--- config.mk ---
export PLATFORM = sky130hd
export DESIGN_NAME = adcc_core
export DESIGN_NICKNAME = d
export VERILOG_FILES = /design/src/hdl/adcc_pkg.sv /design/src/hdl/adcc_core.sv
export VERILOG_INCLUDE_DIRS = /design/src /design/src/hdl
export SDC_FILE = /design/constraint.sdc
export NUM_CORES = 1
export LEC_CHECK = 0
export ABC_AREA = 1
export BUFFER_PORTS_ARGS = -buffer_cell sky130_fd_sc_hd__buf_2
export CAP_MARGIN = 20
export CORE_UTILIZATION = 25
export CTS_CLUSTER_DIAMETER = 60
export CTS_CLUSTER_SIZE = 24
export DETAILED_ROUTE_END_ITERATION = 10
export HOLD_SLACK_MARGIN = 0.06
export PLACE_DENSITY = 0.46
export SLEW_MARGIN = 20
export SYNTH_ARGS = -nofsm -noshare
export SYNTH_HDL_FRONTEND = slang
export SYNTH_SLANG_ARGS = --single-unit
--- constraint.sdc ---
create_clock -name clk -period 11.75 [get_ports clk]
set_input_delay 1.7625 -clock clk [delete_from_list [all_inputs] [get_ports clk]]
set_output_delay 1.7625 -clock clk [all_outputs]
set_load 0.05 [all_outputs]
--- src/hdl/adcc_regs.svh ---
// register indices, field positions and reset values of the converter control core
// assumes an apb bus with 32-bit data; byte address is four times the index
`ifndef ADCC_REGS_SVH
`define ADCC_REGS_SVH

// register indices
`define ADCC_IDX_CONTROL_MAIN 6'h00
`define ADCC_IDX_CONTROL_ACCUMULATION 6'h01
`define ADCC_IDX_CONTROL_REFERENCE_PRESCALE 6'h02
`define ADCC_IDX_CONTROL_DELAYS 6'h03
`define ADCC_IDX_CONTROL_WINDOW_MODE 6'h04
`define ADCC_IDX_SAMPLE_LENGTH 6'h05
`define ADCC_IDX_INPUT_SELECT 6'h06
`define ADCC_IDX_COMMAND 6'h08
`define ADCC_IDX_EVENT_CONTROL 6'h09
`define ADCC_IDX_INTERRUPT_ENABLE 6'h0A
`define ADCC_IDX_INTERRUPT_FLAGS 6'h0B
`define ADCC_IDX_DEBUG_CONTROL 6'h0C
`define ADCC_IDX_BYTE_STAGING 6'h0D
`define ADCC_IDX_INTERRUPT_CLEAR 6'h0E
`define ADCC_IDX_CONVERSION_RESULT 6'h10
`define ADCC_IDX_WINDOW_LOW_THRESHOLD 6'h12
`define ADCC_IDX_WINDOW_HIGH_THRESHOLD 6'h14
`define ADCC_IDX_CALIBRATION 6'h16

// control_main fields
`define ADCC_BIT_ENABLE 0
`define ADCC_BIT_FREE_RUNNING 1
`define ADCC_BIT_RESOLUTION_SELECT 2
`define ADCC_BIT_RUN_IN_STANDBY 7
// interrupt flag / enable / clear fields
`define ADCC_BIT_RESULT_READY 0
`define ADCC_BIT_WINDOW_MATCH 1

// writable masks, reserved bits read zero
`define ADCC_MASK_CONTROL_MAIN 8'h87
`define ADCC_MASK_CONTROL_REFERENCE_PRESCALE 8'h77
`define ADCC_MASK_SAMPLE_LENGTH 8'h1F

// reset values
`define ADCC_RESET_BYTE 8'h00
`define ADCC_RESET_WORD 16'h0000

// window modes
`define ADCC_WIN_NONE 3'h0
`define ADCC_WIN_BELOW 3'h1
`define ADCC_WIN_ABOVE 3'h2
`define ADCC_WIN_INSIDE 3'h3
`define ADCC_WIN_OUTSIDE 3'h4

`endif

--- src/hdl/adcc_pkg.sv ---
// types shared by the converter control core
// assumes nothing beyond a systemverilog elaborator
package adcc_pkg;

  // conversion sequencer states, one-hot
  typedef enum logic [2:0] {
    ADCC_IDLE = 3'b001,
    ADCC_SAMPLE = 3'b010,
    ADCC_FINISH = 3'b100
  } adcc_state_type;

endpackage : adcc_pkg

--- src/hdl/adcc_core.sv ---
// control core of a successive-approximation converter: apb registers,
// sequencing, accumulation, window compare, interrupt and result event.
// assumes the analog front end runs on clk and answers each sample_req with
// a one-cycle sample_done carrying sample_data.
`timescale 1ns/1ps
`include "adcc_regs.svh"

module adcc_core
  import adcc_pkg::*;
#(
  parameter int SAMPLE_W = 10,
  parameter int RESULT_W = 16
) (
  // clock, reset, clock enable
  input wire logic clk,
  input wire logic rst_n,
  input wire logic ce,
  // apb slave
  input wire logic psel,
  input wire logic penable,
  input wire logic pwrite,
  input wire logic [7:0] paddr,
  input wire logic [31:0] pwdata,
  output logic [31:0] prdata,
  output logic pready,
  output logic pslverr,
  // system state
  input wire logic standby_sleep,
  input wire logic debug_halt,
  input wire logic start_event,
  // analog front end
  output logic sample_req,
  input wire logic sample_done,
  input wire logic [SAMPLE_W-1:0] sample_data,
  output logic converter_clock_tick,
  output logic [4:0] input_channel,
  output logic [1:0] reference_select,
  output logic sample_cap,
  // events and interrupt
  output logic result_ready_event,
  output logic window_match_event,
  output logic irq
);

  // parameters the datapath cannot serve, refused at elaboration
  if (SAMPLE_W != 10 || RESULT_W != 16) begin : g_bad_width
    $error("adcc_core supports only 10-bit samples and a 16-bit result");
  end

  // number of samples per conversion minus one; reserved code 7 acts as 64
  function automatic logic [5:0] last_sample_index(input logic [2:0] code);
    case (code)
      3'h0: last_sample_index = 6'h00;
      3'h1: last_sample_index = 6'h01;
      3'h2: last_sample_index = 6'h03;
      3'h3: last_sample_index = 6'h07;
      3'h4: last_sample_index = 6'h0F;
      3'h5: last_sample_index = 6'h1F;
      default: last_sample_index = 6'h3F;
    endcase
  endfunction : last_sample_index

  // reset synchroniser, asynchronous assert
  logic rst_meta_n, rst_sync_n;
  always_ff @(posedge clk or negedge rst_n) begin
    if (!rst_n) begin
      rst_meta_n <= 1'b0;
      rst_sync_n <= 1'b0;
    end else begin
      rst_meta_n <= 1'b1;
      rst_sync_n <= rst_meta_n;
    end
  end

  // registers
  logic [7:0] control_main, control_reference_prescale, control_delays, byte_staging;
  logic [2:0] accumulation_count, window_mode;
  logic [4:0] sample_length, input_select;
  logic [1:0] interrupt_enable, interrupt_flags;
  logic start_event_input, run_in_debug, duty_cycle_select;
  logic [15:0] conversion_result, window_low_threshold, window_high_threshold;

  // sequencer state
  adcc_state_type state, next_state;
  logic start_conversion, event_meta, event_sync, event_last;
  logic [15:0] accumulator;
  logic [5:0] sample_index;
  logic [7:0] prescale_count;

  // decoded control
  logic enable, free_running, resolution_select, run_in_standby;
  logic run_ok, last_sample, window_hit;
  logic [15:0] sample_value, next_sum;

  // apb decode
  logic setup_phase, wr_access, mapped, sw_start, hw_start;
  logic [5:0] idx;
  logic [31:0] read_value;
  logic [1:0] flag_clear, flag_set;

  assign enable = control_main[`ADCC_BIT_ENABLE];
  assign free_running = control_main[`ADCC_BIT_FREE_RUNNING];
  assign resolution_select = control_main[`ADCC_BIT_RESOLUTION_SELECT];
  assign run_in_standby = control_main[`ADCC_BIT_RUN_IN_STANDBY];

  // halted, not abandoned, while asleep or under debug without permission
  assign run_ok = enable & ~(standby_sleep & ~run_in_standby)
    & ~(debug_halt & ~run_in_debug);

  assign setup_phase = psel & ~penable;
  assign wr_access = psel & penable & pwrite & ce & (paddr[1:0] == 2'h0); // refused if misaligned
  assign idx = paddr[7:2];
  assign pready = 1'b1;

  // sample width handling
  always_comb begin
    if (resolution_select) begin
      sample_value = {8'h00, sample_data[9:2]};
    end else begin
      sample_value = {6'h00, sample_data};
    end
  end

  // running sum wraps at 16 bits, enough for 64 full-scale samples
  assign next_sum = accumulator + sample_value;
  assign last_sample = (sample_index == last_sample_index(accumulation_count));

  // window compare on the finished result
  always_comb begin
    case (window_mode)
      `ADCC_WIN_BELOW: window_hit = next_sum < window_low_threshold;
      `ADCC_WIN_ABOVE: window_hit = next_sum > window_high_threshold;
      `ADCC_WIN_INSIDE: window_hit = (next_sum > window_low_threshold)
        && (next_sum < window_high_threshold);
      `ADCC_WIN_OUTSIDE: window_hit = (next_sum < window_low_threshold)
        || (next_sum > window_high_threshold);
      default: window_hit = 1'b0;
    endcase
  end

  // start sources: software command or rising edge on the event input
  assign sw_start = wr_access && idx == `ADCC_IDX_COMMAND && pwdata[0];
  assign hw_start = start_event_input & event_sync & ~event_last;

  // sequencer next state
  always_comb begin
    next_state = state;
    case (state)
      ADCC_IDLE: begin
        if (enable && (sw_start || hw_start)) begin
          next_state = ADCC_SAMPLE;
        end
      end
      ADCC_SAMPLE: begin
        if (!enable) begin
          next_state = ADCC_IDLE;
        end else if (sample_done && run_ok && last_sample) begin
          next_state = ADCC_FINISH;
        end
      end
      ADCC_FINISH: begin
        if (enable && free_running) begin
          next_state = ADCC_SAMPLE;
        end else begin
          next_state = ADCC_IDLE;
        end
      end
      default: next_state = ADCC_IDLE;
    endcase
  end

  // sequencer state register
  always_ff @(posedge clk or negedge rst_sync_n) begin
    if (!rst_sync_n) begin
      state <= ADCC_IDLE;
    end else if (ce) begin
      if (!enable) begin
        state <= ADCC_IDLE;
      end else begin
        state <= next_state;
      end
    end
  end

  // start bit: set on a start, cleared at completion or on disable
  always_ff @(posedge clk or negedge rst_sync_n) begin
    if (!rst_sync_n) begin
      start_conversion <= 1'b0;
    end else if (ce) begin
      if (!enable) begin
        start_conversion <= 1'b0;
      end else begin
        start_conversion <= (next_state == ADCC_SAMPLE);
      end
    end
  end

  // accumulator and sample counter, cleared at every conversion start
  always_ff @(posedge clk or negedge rst_sync_n) begin
    if (!rst_sync_n) begin
      accumulator <= `ADCC_RESET_WORD;
      sample_index <= 6'h00;
    end else if (ce) begin
      if (state != ADCC_SAMPLE || !enable) begin
        accumulator <= `ADCC_RESET_WORD;
        sample_index <= 6'h00;
      end else if (sample_done && run_ok) begin
        accumulator <= next_sum;
        sample_index <= sample_index + 6'h01;
      end
    end
  end

  // result register, written once per complete conversion
  always_ff @(posedge clk or negedge rst_sync_n) begin
    if (!rst_sync_n) begin
      conversion_result <= `ADCC_RESET_WORD;
    end else if (ce) begin
      if (state == ADCC_SAMPLE && enable && sample_done && run_ok && last_sample) begin
        conversion_result <= next_sum;
      end
    end
  end

  // analog request is held through the conversion, dropped while halted
  assign sample_req = (state == ADCC_SAMPLE) & run_ok;

  // channel changes take effect only between conversions
  always_ff @(posedge clk or negedge rst_sync_n) begin
    if (!rst_sync_n) begin
      input_channel <= 5'h00;
    end else if (ce) begin
      if (state != ADCC_SAMPLE) begin
        input_channel <= input_select;
      end
    end
  end

  assign reference_select = control_reference_prescale[5:4];
  assign sample_cap = control_reference_prescale[6];

  // converter clock prescaler, divide by 2 to 256
  always_ff @(posedge clk or negedge rst_sync_n) begin
    if (!rst_sync_n) begin
      prescale_count <= 8'h00;
      converter_clock_tick <= 1'b0;
    end else if (ce) begin
      if (!enable) begin
        prescale_count <= 8'h00;
        converter_clock_tick <= 1'b0;
      end else begin
        prescale_count <= prescale_count + 8'h01;
        converter_clock_tick <= (prescale_count
          | (8'hFF << ({1'b0, control_reference_prescale[2:0]} + 4'h1))) == 8'hFF;
      end
    end
  end

  // event input crosses from the event system, then edge detect
  always_ff @(posedge clk or negedge rst_sync_n) begin
    if (!rst_sync_n) begin
      event_meta <= 1'b0;
      event_sync <= 1'b0;
      event_last <= 1'b0;
    end else if (ce) begin
      event_meta <= start_event;
      event_sync <= event_meta;
      event_last <= event_sync;
    end
  end

  // completion events, one cycle each
  always_ff @(posedge clk or negedge rst_sync_n) begin
    if (!rst_sync_n) begin
      result_ready_event <= 1'b0;
      window_match_event <= 1'b0;
    end else if (ce) begin
      result_ready_event <= 1'b0;
      window_match_event <= 1'b0;
      if (state == ADCC_SAMPLE && enable && sample_done && run_ok && last_sample) begin
        result_ready_event <= 1'b1;
        window_match_event <= window_hit;
      end
    end
  end

  // sticky flags: hardware set wins over a software clear
  assign flag_set = {window_match_event, result_ready_event};
  assign flag_clear = (wr_access && idx == `ADCC_IDX_INTERRUPT_CLEAR) ? pwdata[1:0] : 2'h0;
  always_ff @(posedge clk or negedge rst_sync_n) begin
    if (!rst_sync_n) begin
      interrupt_flags <= 2'h0;
    end else if (ce) begin
      interrupt_flags <= (interrupt_flags & ~flag_clear) | flag_set;
    end
  end

  // level interrupt until the flag is cleared or its enable bit is written to zero
  assign irq = |(interrupt_flags & interrupt_enable);

  // software-written registers
  always_ff @(posedge clk or negedge rst_sync_n) begin
    if (!rst_sync_n) begin
      control_main <= `ADCC_RESET_BYTE;
      accumulation_count <= 3'h0;
      control_reference_prescale <= `ADCC_RESET_BYTE;
      control_delays <= `ADCC_RESET_BYTE;
      window_mode <= 3'h0;
      sample_length <= 5'h00;
      input_select <= 5'h00;
      start_event_input <= 1'b0;
      interrupt_enable <= 2'h0;
      run_in_debug <= 1'b0;
      byte_staging <= `ADCC_RESET_BYTE;
      window_low_threshold <= `ADCC_RESET_WORD;
      window_high_threshold <= `ADCC_RESET_WORD;
      duty_cycle_select <= 1'b0;
    end else if (wr_access) begin
      case (idx)
        `ADCC_IDX_CONTROL_MAIN:
          control_main <= pwdata[7:0] & `ADCC_MASK_CONTROL_MAIN;
        `ADCC_IDX_CONTROL_ACCUMULATION: accumulation_count <= pwdata[2:0];
        `ADCC_IDX_CONTROL_REFERENCE_PRESCALE:
          control_reference_prescale <= pwdata[7:0] & `ADCC_MASK_CONTROL_REFERENCE_PRESCALE;
        `ADCC_IDX_CONTROL_DELAYS: control_delays <= pwdata[7:0];
        `ADCC_IDX_CONTROL_WINDOW_MODE: window_mode <= pwdata[2:0];
        `ADCC_IDX_SAMPLE_LENGTH: sample_length <= pwdata[4:0];
        `ADCC_IDX_INPUT_SELECT: input_select <= pwdata[4:0];
        `ADCC_IDX_EVENT_CONTROL: start_event_input <= pwdata[0];
        `ADCC_IDX_INTERRUPT_ENABLE: interrupt_enable <= pwdata[1:0];
        `ADCC_IDX_DEBUG_CONTROL: run_in_debug <= pwdata[0];
        `ADCC_IDX_BYTE_STAGING: byte_staging <= pwdata[7:0];
        `ADCC_IDX_WINDOW_LOW_THRESHOLD: window_low_threshold <= pwdata[15:0];
        `ADCC_IDX_WINDOW_HIGH_THRESHOLD: window_high_threshold <= pwdata[15:0];
        `ADCC_IDX_CALIBRATION: duty_cycle_select <= pwdata[0];
        default: ;
      endcase
    end
  end

  // read decode; clear register reads zero
  always_comb begin
    read_value = 32'h00000000;
    mapped = 1'b1;
    case (idx)
      `ADCC_IDX_CONTROL_MAIN: read_value[7:0] = control_main;
      `ADCC_IDX_CONTROL_ACCUMULATION: read_value[2:0] = accumulation_count;
      `ADCC_IDX_CONTROL_REFERENCE_PRESCALE: read_value[7:0] = control_reference_prescale;
      `ADCC_IDX_CONTROL_DELAYS: read_value[7:0] = control_delays;
      `ADCC_IDX_CONTROL_WINDOW_MODE: read_value[2:0] = window_mode;
      `ADCC_IDX_SAMPLE_LENGTH: read_value[4:0] = sample_length;
      `ADCC_IDX_INPUT_SELECT: read_value[4:0] = input_select;
      `ADCC_IDX_COMMAND: read_value[0] = start_conversion;
      `ADCC_IDX_EVENT_CONTROL: read_value[0] = start_event_input;
      `ADCC_IDX_INTERRUPT_ENABLE: read_value[1:0] = interrupt_enable;
      `ADCC_IDX_INTERRUPT_FLAGS: read_value[1:0] = interrupt_flags;
      `ADCC_IDX_DEBUG_CONTROL: read_value[0] = run_in_debug;
      `ADCC_IDX_BYTE_STAGING: read_value[7:0] = byte_staging;
      `ADCC_IDX_INTERRUPT_CLEAR: read_value = 32'h00000000;
      `ADCC_IDX_CONVERSION_RESULT: read_value[15:0] = conversion_result;
      `ADCC_IDX_WINDOW_LOW_THRESHOLD: read_value[15:0] = window_low_threshold;
      `ADCC_IDX_WINDOW_HIGH_THRESHOLD: read_value[15:0] = window_high_threshold;
      `ADCC_IDX_CALIBRATION: read_value[0] = duty_cycle_select;
      default: mapped = 1'b0;
    endcase
  end

  // read data and error captured in the setup cycle, so no wait states
  always_ff @(posedge clk or negedge rst_sync_n) begin
    if (!rst_sync_n) begin
      prdata <= 32'h00000000;
      pslverr <= 1'b0;
    end else if (ce) begin
      if (setup_phase) begin
        prdata <= (pwrite || paddr[1:0] != 2'h0) ? 32'h00000000 : read_value;
        pslverr <= ~mapped | (paddr[1:0] != 2'h0);
      end
    end
  end

endmodule : adcc_core

==> metrics.csv <==
metric,value,unit
routed_wl,26080,um
synth-async-reset-ratio,100.0,%
io_pins,107,
cts_buffers,17,
cts_root_buf,clkbuf_16,
end_kind,register,
synthFlopType,dfrtp_1,
min_path_type,reg -> async,
slew_viol_final,0,
yosysMostFrequentCell,nand2_1,
synth-edff-count,0,
gp_congestion,0.8439,
ys_ff_latch,161,
firstDrtPassIters,6,
coreArea,35570,um2
syn_avg_cell_area,7.836,um2
path_cells,"buf_2, nand2_1, nand2_1, ha_1, fa_1, nand3_1, nand3_1, nand2_1, nand2_1, nand2_1, nand2_1, xor2_1, inv_1, ha_1, nand4_1, nor3_1, nand2_1, nand2_1, nand2_1, nand2_1, nand3_1, nand2_1, nand2_1",
hold_viol_final,0,
rows,69,
max_slew_margin,34.41,%
status,"complete, no violations",
clock_path_buffers,2,
synth_top_area_share,44.32,%
critPathTopFamily,simple AND/OR/NAND/NOR gates,
die_area,36900,um2
max_stage_delay,0.42,ns
cp-start-kind,input port,
wl_per_cell,15.40,um
ys_warn_count,0,
drcViolationCount,0,
finalSetupViolCount,0,
cts_setup_buffers,0,
via_per_inst,4.455,
syn_to_final_growth,15.46,%
yosysTopAreaCell,dfrtp_1,
rsz0062_at_grt,false,
via_count,7543,
hpwlAfterDp,19600,um
grt_pass1_vias,7325,
fin_worst_skew,0.009009,ns
ctsHoldBuffers,0,
seq_area_frac_synth,44.61,%
clk_pin_slew,0.07,ns
nets,1329,
placedCellCount,1660,
worstMarginPinSlew,0.9815,ns
cts_tree,done,
die_w,192.1,um
placed_area,9803,um2
final_area,10430,um2
finalSetupTns,0,ns
p_per_area,119.1,nW/um2
fin_cells,1693,
cts_sinks,161,
vdd_drop_max,102.3,uV
track_usage,14.91,%
cp.required,12.06,ns
p_leak,0.005112,uW
synth_cells,1153,
synth_common_cells,"nand2_1 (333), dfrtp_1 (160), o21ai_0 (144)",
grt_max_degree,74,
crit_type,in -> reg,
htree_levels,4,
slowest_stage,fa_1,
num_antenna_cells,0,
detail-route-antenna-nets,0,
synth.distinct_cells,49,
synth_area_leaders,"dfrtp_1 (44%), nand2_1 (14%), o21ai_0 (8.0%), ha_1 (6.8%), inv_1 (5.9%)",
fin_crit,4.703,ns
period_share,40.02,%
io_buffer_count,73,
critPathBufInv,2,
dr.first_iter.drc_count,577,
final.fill_count,3871,
path_common_cell,nand2_1,
drv_cap,0,
grt_pass1_wl,41630,um
die_h,192.1,um
synth_area,9035,um2
cts_resized,0,
critPathArrivalTime,5.01,ns
antenna_found_initial,0,
layout-drive-gt1-share,11.04,%
r2r_cells,23,
grt_overflow,0,
start_util,25.40,%
clkLatencyLatePin,0.43,ns
fmax,0.2126,GHz
cp_max_fo,3,
path_depth,23,
## per-stage QoR
stage          total power [uW]  hold WS, ns  utilization, %  setup WS, ns
2_1_floorplan             635.6       0.3312               -         6.934
3_3_place_gp              661.7       0.3373           27.56         6.621
3_5_place_dp              662.0       0.3373           27.56         6.628
4_1_cts                    1262       0.3527           29.27         7.080
5_1_grt                    1294       0.3586           29.33         6.779
6_report                   1243       0.3025           29.33         7.047
## area by class of cell
type | count | area (um2) | area share (%)
clock inverters | 10 | 163.9 | 1.571
flip-flops and latches | 161 | 4034 | 38.67
repair buffers | 78 | 415.4 | 3.982
well taps | 461 | 576.8 | 5.530
multi-input cells | 813 | 4242 | 40.66
clock buffers | 22 | 444.2 | 4.258
inverters | 148 | 555.5 | 5.326
## flip-flops by register name, summed over array words and instances (netlist names), 2 cells and up
signal / count
window_mode: 3
sample_length: 5
interrupt_flags: 2
window_low_threshold: 16
interrupt_enable: 2
state: 3
byte_staging: 8
control_reference_prescale: 6
prescale_count: 8
control_main: 4
window_high_threshold: 16
input_select: 5
control_delays: 8
prdata: 16
accumulator: 16
conversion_result: 16
accumulation_count: 3
sample_index: 6
input_channel: 5
## cells by family after synthesis
group | synth area share (%)
and+or+nand+nor | 22.86
AOI/OAI and AO/OA | 14.14
buffers and inverters | 9.112
DFF | 44.61
adders and majority gates | 7.007
xor gates and xnor gates | 1.939
other | 0.08312
muxes | 0.2493
## cells in the final DEF, fill, tap and decap left out, types with 2 or more instances in the layout
cell,synthesis,routed
dfrtp_1,160,159
a21o_1,2,2
nor2_2,7,7
a21boi_0,2,2
nand3b_1,2,2
nor2_4,2,2
a22oi_1,4,4
o21ai_0,144,144
ha_1,49,49
clkbuf_1,17,5
buf_2,10,73
nand4_1,11,11
a22o_1,4,4
xor2_1,18,18
nor3_1,19,19
nand3_1,38,38
clkinvlp_4,0,4
a21oi_1,38,38
nand2_2,2,2
nor3_2,5,5
o22ai_1,18,18
o21bai_1,3,3
nor3b_1,8,8
inv_1,141,141
o21ai_1,7,7
inv_2,7,7
buf_4,19,4
nand2_1,333,333
a31oi_1,2,2
mux2_2,2,2
clkbuf_16,0,17
conb_1,2,18
bufinv_16,0,4
nor2_1,58,58
xnor2_1,2,2
## routing by layer
metal	vias to the layer above	GRT usage [%]	part of all wire [%]
met2	135	23.97	46
met4	0	3.483	0.67
met5	-	0	0
met1	3559	20.71	50
met3	11	2.576	3.7
li1	3838	-	-
## power by group
group	internal (uW)	switching, uW	leakage [uW]
clock	356	236	0.000281
combinational	20.8	63.9	0.00262
sequential	559	6.52	0.00222
total	936	306	0.00511
## worst register-to-register path, stage by stage (launching register included)
cell	delay (ns)
dfrtp_1	0.54
inv_1	0.28
nand2_1	0.11
nand2_1	0.08
ha_1	0.21
fa_1	0.42
nand3_1	0.11
nand3_1	0.13
nand2_1	0.10
nand2_1	0.09
nand2_1	0.07
nand2_1	0.09
xor2_1	0.30
inv_1	0.12
ha_1	0.31
nand4_1	0.09
nor3_1	0.33
nand2_1	0.14
nand2_1	0.11
nand2_1	0.06
nand2_1	0.05
nand3_1	0.07
nand2_1	0.17
nand2_1	0.08
## path summary, 6_finish.rpt
kind	start	endpoint	slack (ns)
max reg2reg	control_main[2]	window_match_event	7.61
max in group asynchronous	rst_sync_n	accumulator[8]	10.15
min	rst_sync_n	byte_staging[4]	0.30
min reg2reg	rst_sync_n	byte_staging[4]	0.30
max	sample_data[2]	window_match_event	7.05
min in group clk	rst_meta_n	rst_sync_n	0.35
Note: power is estimated with default switching activity, not from simulation.
